`src/logic/ipd_pkg.sv`:
```
// Constants, state and carrier types for the idle and power-down controller
package ipd_pkg;

  // ---------------------------------------------------------------------------
  // Register map
  // ---------------------------------------------------------------------------
  localparam logic [7:0] PWR_CTRL_ADDR    = 8'h87;
  localparam int         GF_ONE_BIT       = 3;
  localparam int         GF_ZERO_BIT      = 2;
  localparam int         PD_REQ_BIT       = 1;
  localparam int         IDLE_REQ_BIT     = 0;
  localparam logic [3:0] PWR_CTRL_RST     = 4'h0;
  localparam logic [3:0] RSVD_READ_VAL    = 4'h0;
  localparam logic [7:0] UNMAPPED_READ    = 8'h00;

  // ---------------------------------------------------------------------------
  // Timing
  // ---------------------------------------------------------------------------
  localparam int         CLK_PERIOD_PS    = 5000;
  localparam int         RST_WAKE_NS      = 100;
  localparam int         RST_WAKE_CYC     = (RST_WAKE_NS * 1000 + CLK_PERIOD_PS - 1)
                                            / CLK_PERIOD_PS;
  localparam int         TMR_W            = 8;
  localparam logic [TMR_W-1:0] TMR_LOAD   = TMR_W'(RST_WAKE_CYC - 1);
  localparam logic [TMR_W-1:0] TMR_ZERO   = 8'h00;
  localparam logic [TMR_W-1:0] TMR_ONE    = 8'h01;

  // ---------------------------------------------------------------------------
  // Types
  // ---------------------------------------------------------------------------
  typedef enum logic [2:0] {
    ST_RUN      = 3'b000,
    ST_IDLE     = 3'b001,
    ST_PDOWN    = 3'b010,
    ST_PD_HOLD  = 3'b011,
    ST_RST_WAKE = 3'b100
  } ipd_state_type;

  typedef struct packed {
    logic osc_en;
    logic periph_en;
    logic cpu_en;
  } ipd_clk_ctl_type;

  localparam ipd_clk_ctl_type CLK_ALL_ON  = 3'b111;
  localparam ipd_clk_ctl_type CLK_CPU_OFF = 3'b110;
  localparam ipd_clk_ctl_type CLK_ALL_OFF = 3'b000;

endpackage

```
`src/logic/ipd_wake_timer.sv`:
```
// Down-counter that times the run-on window after a reset-pin wake
`timescale 1ns/1ps
module ipd_wake_timer
  import ipd_pkg::*;
(
  input  wire logic clk_i,
  input  wire logic rst_i,
  input  wire logic start_i,
  output logic      done_o
);

  logic [TMR_W-1:0] cnt_r;
  logic             busy_r;

  // ---------------------------------------------------------------------------
  // Counter
  // ---------------------------------------------------------------------------
  always_ff @(posedge clk_i) begin
    if (rst_i) begin
      cnt_r  <= TMR_ZERO;
      busy_r <= 1'b0;
      done_o <= 1'b0;
    end else begin
      done_o <= 1'b0;
      if (start_i) begin
        cnt_r  <= TMR_LOAD;
        busy_r <= 1'b1;
      end else if (busy_r) begin
        // End one count early so the fenced window spans exactly the load plus one
        if (cnt_r == TMR_ONE) begin
          busy_r <= 1'b0;
          done_o <= 1'b1;
        end else begin
          cnt_r <= cnt_r - TMR_ONE;
        end
      end
    end
  end

endmodule // ipd_wake_timer

```
`src/logic/ipd_idle_powerdown_ctrl.sv`:
```
// Idle and power-down sequencer with its power control register
`timescale 1ns/1ps

// Functional notes
// Idle stops CPU clock, halts execution, peripherals and interrupts keep clocking.
// Idle keeps program counter, status word, special registers and RAM unchanged.
// Idle starts right after the instruction that sets the idle request bit.
// Both request bits set together give power-down only, never idle afterwards.
// Enabled interrupt in idle clears idle request bit and restores CPU clock.
// Two general flags are freely read and written and kept across idle.
// Reset pin high in idle clears idle bit asynchronously, restores CPU clock.
// During run-on after reset wake, internal RAM is blocked, ports stay usable.
// Software should not write ports or external RAM right after idle entry.
// Power-down stops oscillator and all clocks, keeping all state.
// Power-down starts right after the instruction setting the power-down bit.
// Enabled external pin interrupt clears power-down bit and restarts all clocks; here the CPU clock stays off in ST_PD_HOLD until the pin is released.
// After external wake, execution waits until the interrupt pin is released.
// Wake interrupt must be level-triggered, top priority, held for oscillator start.
// External-interrupt wake leaves special registers and RAM unchanged.
// Reset pin high in power-down clears power-down bit asynchronously, restarts clocks.
// Reset wake from power-down resets special registers but keeps RAM.
// Software should not write ports or external RAM right after power-down entry.
// Register bits: flag one 3, flag zero 2, power-down 1, idle 0.
// Reset clears the four defined register bits.
// Power-down ignores every wake source except the two external pins and reset.
module ipd_idle_powerdown_ctrl
  import ipd_pkg::*;
(
  input  wire logic              REF_CLK_I,
  input  wire logic              SYS_RST_I,
  input  wire logic              RST_PIN_I,
  input  wire logic [7:0]        REG_ADDR_I,
  input  wire logic [7:0]        REG_WDATA_I,
  input  wire logic              REG_WR_I,
  input  wire logic              REG_RD_I,
  input  wire logic              IRQ_PENDING_I,
  input  wire logic              EXT_IRQ_PIN_A_N_I,
  input  wire logic              EXT_IRQ_PIN_B_N_I,
  input  wire logic [1:0]        EXT_IRQ_EN_I,
  output logic [7:0]             REG_RDATA_O,
  output ipd_pkg::ipd_clk_ctl_type CLK_CTL_O,
  output logic                   RAM_BLOCK_O,
  output logic                   CORE_RST_O,
  output ipd_pkg::ipd_state_type STATE_O
);
  import ipd_pkg::*;

  // ---------------------------------------------------------------------------
  // Declarations
  // ---------------------------------------------------------------------------
  ipd_state_type   state_r;
  ipd_state_type   state_nxt;
  ipd_clk_ctl_type clk_nxt;
  logic            idle_request_bit_r;
  logic            powerdown_request_bit_r;
  logic            general_flag_one_r;
  logic            general_flag_zero_r;
  logic            pin_meta_r;
  logic            pin_sync_r;
  logic            wr_hit;
  logic            rd_hit;
  logic            ext_wake;
  logic            idle_wake;
  logic            timer_start;
  logic            timer_done;
  logic [3:0]      pwr_ctrl_val;

  assign wr_hit   = REG_WR_I && (REG_ADDR_I == PWR_CTRL_ADDR) && (state_r == ST_RUN);
  assign rd_hit   = REG_RD_I && (REG_ADDR_I == PWR_CTRL_ADDR);
  // Only the two external pins count while every internal clock is frozen
  assign ext_wake = (EXT_IRQ_EN_I[0] && !EXT_IRQ_PIN_A_N_I)
                  || (EXT_IRQ_EN_I[1] && !EXT_IRQ_PIN_B_N_I);
  assign idle_wake = (state_r == ST_IDLE) && IRQ_PENDING_I && !pin_sync_r;

  assign pwr_ctrl_val = {general_flag_one_r, general_flag_zero_r,
                         powerdown_request_bit_r, idle_request_bit_r};

  // ---------------------------------------------------------------------------
  // Reset pin synchroniser
  // ---------------------------------------------------------------------------
  always_ff @(posedge REF_CLK_I) begin
    if (SYS_RST_I) begin
      pin_meta_r <= 1'b0;
      pin_sync_r <= 1'b0;
    end else begin
      pin_meta_r <= RST_PIN_I;
      pin_sync_r <= pin_meta_r;
    end
  end

  // ---------------------------------------------------------------------------
  // Mode request bits
  // ---------------------------------------------------------------------------
  // The reset pin must clear these even with the oscillator stopped, hence async
  always_ff @(posedge REF_CLK_I or posedge RST_PIN_I) begin
    if (RST_PIN_I) begin
      idle_request_bit_r      <= 1'b0;
      powerdown_request_bit_r <= 1'b0;
    end else if (SYS_RST_I || CORE_RST_O) begin
      idle_request_bit_r      <= PWR_CTRL_RST[IDLE_REQ_BIT];
      powerdown_request_bit_r <= PWR_CTRL_RST[PD_REQ_BIT];
    end else if (wr_hit) begin
      powerdown_request_bit_r <= REG_WDATA_I[PD_REQ_BIT];
      // Power-down wins; idle is dropped so it cannot follow the wake
      idle_request_bit_r      <= REG_WDATA_I[IDLE_REQ_BIT]
                                 && !REG_WDATA_I[PD_REQ_BIT];
    end else begin
      if (idle_wake) begin
        idle_request_bit_r <= 1'b0;
      end
      if ((state_r == ST_PDOWN) && ext_wake) begin
        powerdown_request_bit_r <= 1'b0;
      end
    end
  end

  // ---------------------------------------------------------------------------
  // General flags
  // ---------------------------------------------------------------------------
  // Writes are only taken in run, so idle and power-down keep the flags
  always_ff @(posedge REF_CLK_I) begin
    if (SYS_RST_I || CORE_RST_O) begin
      general_flag_one_r  <= PWR_CTRL_RST[GF_ONE_BIT];
      general_flag_zero_r <= PWR_CTRL_RST[GF_ZERO_BIT];
    end else if (wr_hit) begin
      general_flag_one_r  <= REG_WDATA_I[GF_ONE_BIT];
      general_flag_zero_r <= REG_WDATA_I[GF_ZERO_BIT];
    end
  end

  // ---------------------------------------------------------------------------
  // Read port
  // ---------------------------------------------------------------------------
  always_ff @(posedge REF_CLK_I) begin
    if (SYS_RST_I) begin
      REG_RDATA_O <= UNMAPPED_READ;
    end else if (rd_hit) begin
      REG_RDATA_O <= {RSVD_READ_VAL, pwr_ctrl_val};
    end else begin
      REG_RDATA_O <= UNMAPPED_READ;
    end
  end

  // ---------------------------------------------------------------------------
  // Mode sequencer
  // ---------------------------------------------------------------------------
  always_comb begin
    state_nxt = state_r;
    case (state_r)
      ST_RUN: begin
        if (wr_hit && REG_WDATA_I[PD_REQ_BIT]) begin
          state_nxt = ST_PDOWN;
        end else if (wr_hit && REG_WDATA_I[IDLE_REQ_BIT]) begin
          state_nxt = ST_IDLE;
        end
      end
      ST_IDLE: begin
        if (pin_sync_r) begin
          state_nxt = ST_RST_WAKE;
        end else if (IRQ_PENDING_I) begin
          state_nxt = ST_RUN;
        end
      end
      ST_PDOWN: begin
        if (pin_sync_r) begin
          state_nxt = ST_RST_WAKE;
        end else if (ext_wake) begin
          state_nxt = ST_PD_HOLD;
        end
      end
      ST_PD_HOLD: begin
        if (pin_sync_r) begin
          state_nxt = ST_RST_WAKE;
        end else if (!ext_wake) begin
          state_nxt = ST_RUN;
        end
      end
      ST_RST_WAKE: begin
        if (timer_done) begin
          state_nxt = ST_RUN;
        end
      end
      default: begin
        state_nxt = ST_RUN;
      end
    endcase
  end

  always_comb begin
    case (state_nxt)
      ST_RUN:      clk_nxt = CLK_ALL_ON;
      ST_IDLE:     clk_nxt = CLK_CPU_OFF;
      ST_PDOWN:    clk_nxt = CLK_ALL_OFF;
      ST_PD_HOLD:  clk_nxt = CLK_CPU_OFF;
      ST_RST_WAKE: clk_nxt = CLK_ALL_ON;
      default:     clk_nxt = CLK_ALL_ON;
    endcase
  end

  assign timer_start = (state_r != ST_RST_WAKE) && (state_nxt == ST_RST_WAKE);

  always_ff @(posedge REF_CLK_I) begin
    if (SYS_RST_I) begin
      state_r   <= ST_RUN;
      STATE_O   <= ST_RUN;
      CLK_CTL_O <= CLK_ALL_ON;
    end else begin
      state_r   <= state_nxt;
      STATE_O   <= state_nxt;
      CLK_CTL_O <= clk_nxt;
    end
  end

  // ---------------------------------------------------------------------------
  // Reset-wake run-on window
  // ---------------------------------------------------------------------------
  // The CPU runs on a few cycles before its reset; RAM is fenced off meanwhile
  always_ff @(posedge REF_CLK_I) begin
    if (SYS_RST_I) begin
      RAM_BLOCK_O <= 1'b0;
      CORE_RST_O  <= 1'b0;
    end else begin
      RAM_BLOCK_O <= (state_nxt == ST_RST_WAKE);
      CORE_RST_O  <= (state_r == ST_RST_WAKE) && timer_done;
    end
  end

  ipd_wake_timer u_wake_timer (
    .clk_i   (REF_CLK_I),
    .rst_i   (SYS_RST_I),
    .start_i (timer_start),
    .done_o  (timer_done)
  );

endmodule // ipd_idle_powerdown_ctrl

```
`config.mk`:
```
export PLATFORM = sky130hd
export DESIGN_NAME = ipd_idle_powerdown_ctrl
export DESIGN_NICKNAME = d
export VERILOG_FILES = /design/src/logic/ipd_pkg.sv /design/src/logic/ipd_wake_timer.sv /design/src/logic/ipd_idle_powerdown_ctrl.sv
export SDC_FILE = /design/constraint.sdc
export NUM_CORES = 1
export LEC_CHECK = 0
export BUFFER_PORTS_ARGS = -buffer_cell sky130_fd_sc_hd__buf_2
export CORE_MARGIN = 5
export CORE_UTILIZATION = 25
export CTS_CLUSTER_DIAMETER = 200
export CTS_CLUSTER_SIZE = 30
export DETAILED_ROUTE_END_ITERATION = 8
export GPL_ROUTABILITY_DRIVEN = 0
export MAX_ROUTING_LAYER = met4
export PLACE_DENSITY = 0.45
export SETUP_SLACK_MARGIN = 0.05
export SYNTH_ARGS = -nofsm -noshare
export SYNTH_HDL_FRONTEND = slang
export SYNTH_HIERARCHICAL = 1
export SYNTH_SLANG_ARGS = --single-unit
```
`constraint.sdc`:
```
create_clock -name REF_CLK_I -period 2.5 [get_ports REF_CLK_I]
set_clock_uncertainty 0.1 [all_clocks]
set_input_delay 0.25 -clock REF_CLK_I [delete_from_list [all_inputs] [get_ports REF_CLK_I]]
set_output_delay 0.25 -clock REF_CLK_I [all_outputs]
set_load 0.005 [all_outputs]
```
==> results by group <==
Run status
  – Status: finished, final reports clean

Yosys
  – Synth area leaders: dfxtp_1 (38%), dfrtp_1 (3.8%), buf_4 (3.4%), nor3_1 (3.0%), nor2_1 (2.8%)
  – Largest family of logic cells by synthesized area: simple AND/OR/NAND/NOR gates
  – Warnings from Yosys: 6
  – Post-synthesis mux area share: 0.0226
  – Distinct cell type count after synthesis: 46
  – Fraction of registers with async set/reset: 0.0741
  – Ys flop type: dfxtp_1
  – Synth Instances: roughly 140
  – Post-Synth Simple-Gate Area: 0.299
  – Post-synthesis sequential area ratio: 0.414
  – Seq cells post-synth: 27
  – Synth area leader: dfxtp_1
  – Synth Area in Compound Gates: 0.159
  – XOR/XNOR Fraction of Synth Area: 0
  – Synth Area in Adders: 0.0188
  – Mapped cell area: about 1300 µm²
  – Yosys top cell area share: 0.376
  – Number of flops mapped to enable cells by yosys: 0
  – Synth Area per Inst: ~9.4 µm²

Timing
  – # setup viols final: 0
  – Final WS setup: about 0.63 ns
  – Final period util: 0.748
  – Max Freq: approximately 0.53 GHz
  – Total negative slack: 0 ns
  – Tmin final: ~1.9 ns
  – Final hold viol count: 0
  – Unrepaired setup endpoints after global routing: false
  – Max Slew Vio Count: 0
  – Final hold slack: 0.161 ns

Global route
  – Initial antenna violation count: 0
  – Total GRT Usage: 0.0856
  – Number of global-route vias before repair: between 1k and 1.5k
  – Largest net degree at the start of global routing: 21
  – First-pass GRT wire length: slightly below 5 mm
  – GR Overflow Total: 0

Clock network
  – CTS tree: built
  – # H-tree levels: 1
  – Clock Sinks: 27
  – Clock root buffer master: clkbuf_8
  – Clock Tree Buf Depth: 2
  – Post-CTS sizing: 0
  – Clock Pin Slew Worst Setup and Hold Paths: roughly 0.1 ns
  – Later-pin clock latency in the skew report: roughly 0.27 ns
  – Total CTS buffers: 3

Place
  – Setup WS pre-CTS: 0.668 ns
  – Placed insts: roughly 240
  – Port Buf Inserts: 33
  – Detail Placement HPWL: 2.20 mm

Die
  – IO Count: 42
  – Site Rows: 26
  – Initial core utilization: 0.259
  – Core area: between 5000 and 6000 µm²
  – Chip width: 83.0 µm
  – Full die area: about 6900 µm²
  – Die Y: between 80 and 90 µm

Critical path
  – WP data required: roughly 2.6 ns
  – Critical path arrival: 1.97 ns
  – Crit-path max FO: 10
  – Setup crit end kind: register
  – Startpoint Class: register
  – Crit path kind: reg -> reg

Worst hold path
  – Hold/Removal Path Class: in -> reg

Route
  – Via Count: approximately 1.1k
  – Routed Antenna Nets: 0
  – WL per Instance: ~12 µm
  – TritonRoute pass-1 iters: 4
  – Initial drt markers: 56
  – Vias/cell: 4.62
  – DRT Wirelength: around 2.8 mm
  – Residual DRC count: 0

Final layout
  – # fillers: 570
  – Final nets: 200
  – Share of cells above drive strength 1: 0.281
  – Area Growth Syn to Fin: 18.0%
  – Final std cells w/o fill: approximately 240
  – Diode count: 0
  – Utilization after layout: 0.306

Power
  – Worst vdd ir: around 240 µV
  – Pwr per Cell Area: 460 nW/µm²
  – Leakage: 0.646 nW

Flow run
  – # Max-Cap Violations: 0
critical path: stages, from the launching register on:
cell and delay [ns]:
dfxtp_1 0.49, or4b_1 0.55, or4_1 0.53, a21boi_1 0.14
where the power goes:
group	internal, mW	total (mW)	leakage [nW]	switching (mW)
Clock	0.113	0.249	0.0217	0.136
Combinational	0.0203	0.0408	0.394	0.0205
Sequential	0.432	0.433	0.230	0.000776
final timing paths:
check                           depth (start not counted)  slack (ns)                 endpoint                 from
worst min register to register                          2        0.34               CORE_RST_O  u_wake_timer/done_o
worst max register to register                          3        0.63    u_wake_timer/cnt_r[7]  u_wake_timer/busy_r
worst max-delay path                                    3        0.63    u_wake_timer/cnt_r[7]  u_wake_timer/busy_r
worst min-delay path                                    3        0.16       general_flag_one_r       REG_WDATA_I[3]
min in group asynchronous                               3        0.27  powerdown_request_bit_r            RST_PIN_I
max in group asynchronous                               3        1.90       idle_request_bit_r            RST_PIN_I
kinds of logic (layout without fill, tap and decap cells):
group,Yosys count,after routing
multiplexers,3,3
AO/OA/AOI/OAI,30,30
flip-flops,27,27
other,1,4
buffers and inverters,18,45
AND/OR/NAND/NOR,60,60
adder cells (fa/ha/maj),2,2
repair_timing:
action | CTS | global route
hold endpoints to repair | 2 | 0
hold buffers | 1 | 0
setup buffers | 0 | 0
endpoints found under the setup margin | 0 | 0
registers in the layout (all words and copies together), names as in the netlist:
| signal | flops |
|---|---|
| idle_request_bit_r | 1 |
| pin_sync_r | 1 |
| powerdown_request_bit_r | 1 |
| CLK_CTL_O | 2 |
| REG_RDATA_O | 4 |
| pin_meta_r | 1 |
| state_r | 3 |
| u_wake_timer/cnt_r | 8 |
| general_flag_one_r | 1 |
| u_wake_timer/busy_r | 1 |
| u_wake_timer/done_o | 1 |
| RAM_BLOCK_O | 1 |
| CORE_RST_O | 1 |
| general_flag_zero_r | 1 |
stage by stage:
| stage | total power [mW] | area [µm²] |
|---|---|---|
| 2_1_floorplan | 0.464 | 1340 |
| 4_1_cts | 0.734 | 1570 |
| 5_1_grt | 0.763 | 1570 |
| 3_3_place_gp | 0.482 | 1510 |
| 3_5_place_dp | 0.483 | 1510 |
| 6_report | 0.723 | 1570 |
layout by cell type (no fill, tap or decap), types with 2 or more instances in the layout:
cell type | synthesis | final
a31oi_1 | 2 | 2
o211ai_1 | 5 | 5
conb_1 | 1 | 4
nor4_1 | 6 | 6
mux2i_1 | 3 | 3
and2_1 | 4 | 4
buf_2 | 0 | 33
nor3b_1 | 2 | 2
nor3_1 | 8 | 8
ha_1 | 2 | 2
clkbuf_8 | 0 | 3
nor2_1 | 10 | 10
o21ai_0 | 5 | 5
or2b_2 | 2 | 2
nand2_1 | 8 | 8
a21oi_1 | 4 | 4
a211oi_1 | 4 | 4
inv_1 | 6 | 6
dfrtp_1 | 2 | 2
nand3_1 | 3 | 3
dfxtp_1 | 25 | 25
a21boi_1 | 3 | 3
o31ai_1 | 3 | 3
Yosys cell counts, drive strengths merged (3+ instances only):
master	number
buf	10
nor3	8
a21boi	3
inv	6
and2	4
mux2i	3
nand3	4
nor4b	3
a211oi	5
o211ai	5
a21oi	4
nand2	8
o21ai	5
nor4	6
o31ai	3
dfxtp	25
nor2	10
layout make-up:
| type | count | area (µm²) | share of cell area |
|---|---|---|---|
| clock inverter | 1 | 7.51 | 0.00478 |
| tap | 70 | 87.6 | 0.0557 |
| inverter | 6 | 22.5 | 0.0143 |
| sequential | 27 | 551 | 0.350 |
| timing repair buffer | 35 | 183 | 0.116 |
| clock buffer | 3 | 41.3 | 0.0263 |
| multi-input combinational | 99 | 679 | 0.432 |
routing by layer:
layer	share of wire	vias to the layer above	wire, µm	global-route usage
met4	0.0043	0	12	0.0134
li1	-	562	-	-
met2	0.48	32	1350	0.138
met5	0	-	0	-
met1	0.44	517	1240	0.103
met3	0.077	2	216	0.0347
No activity file was read; power rests on OpenSTA's default activity.
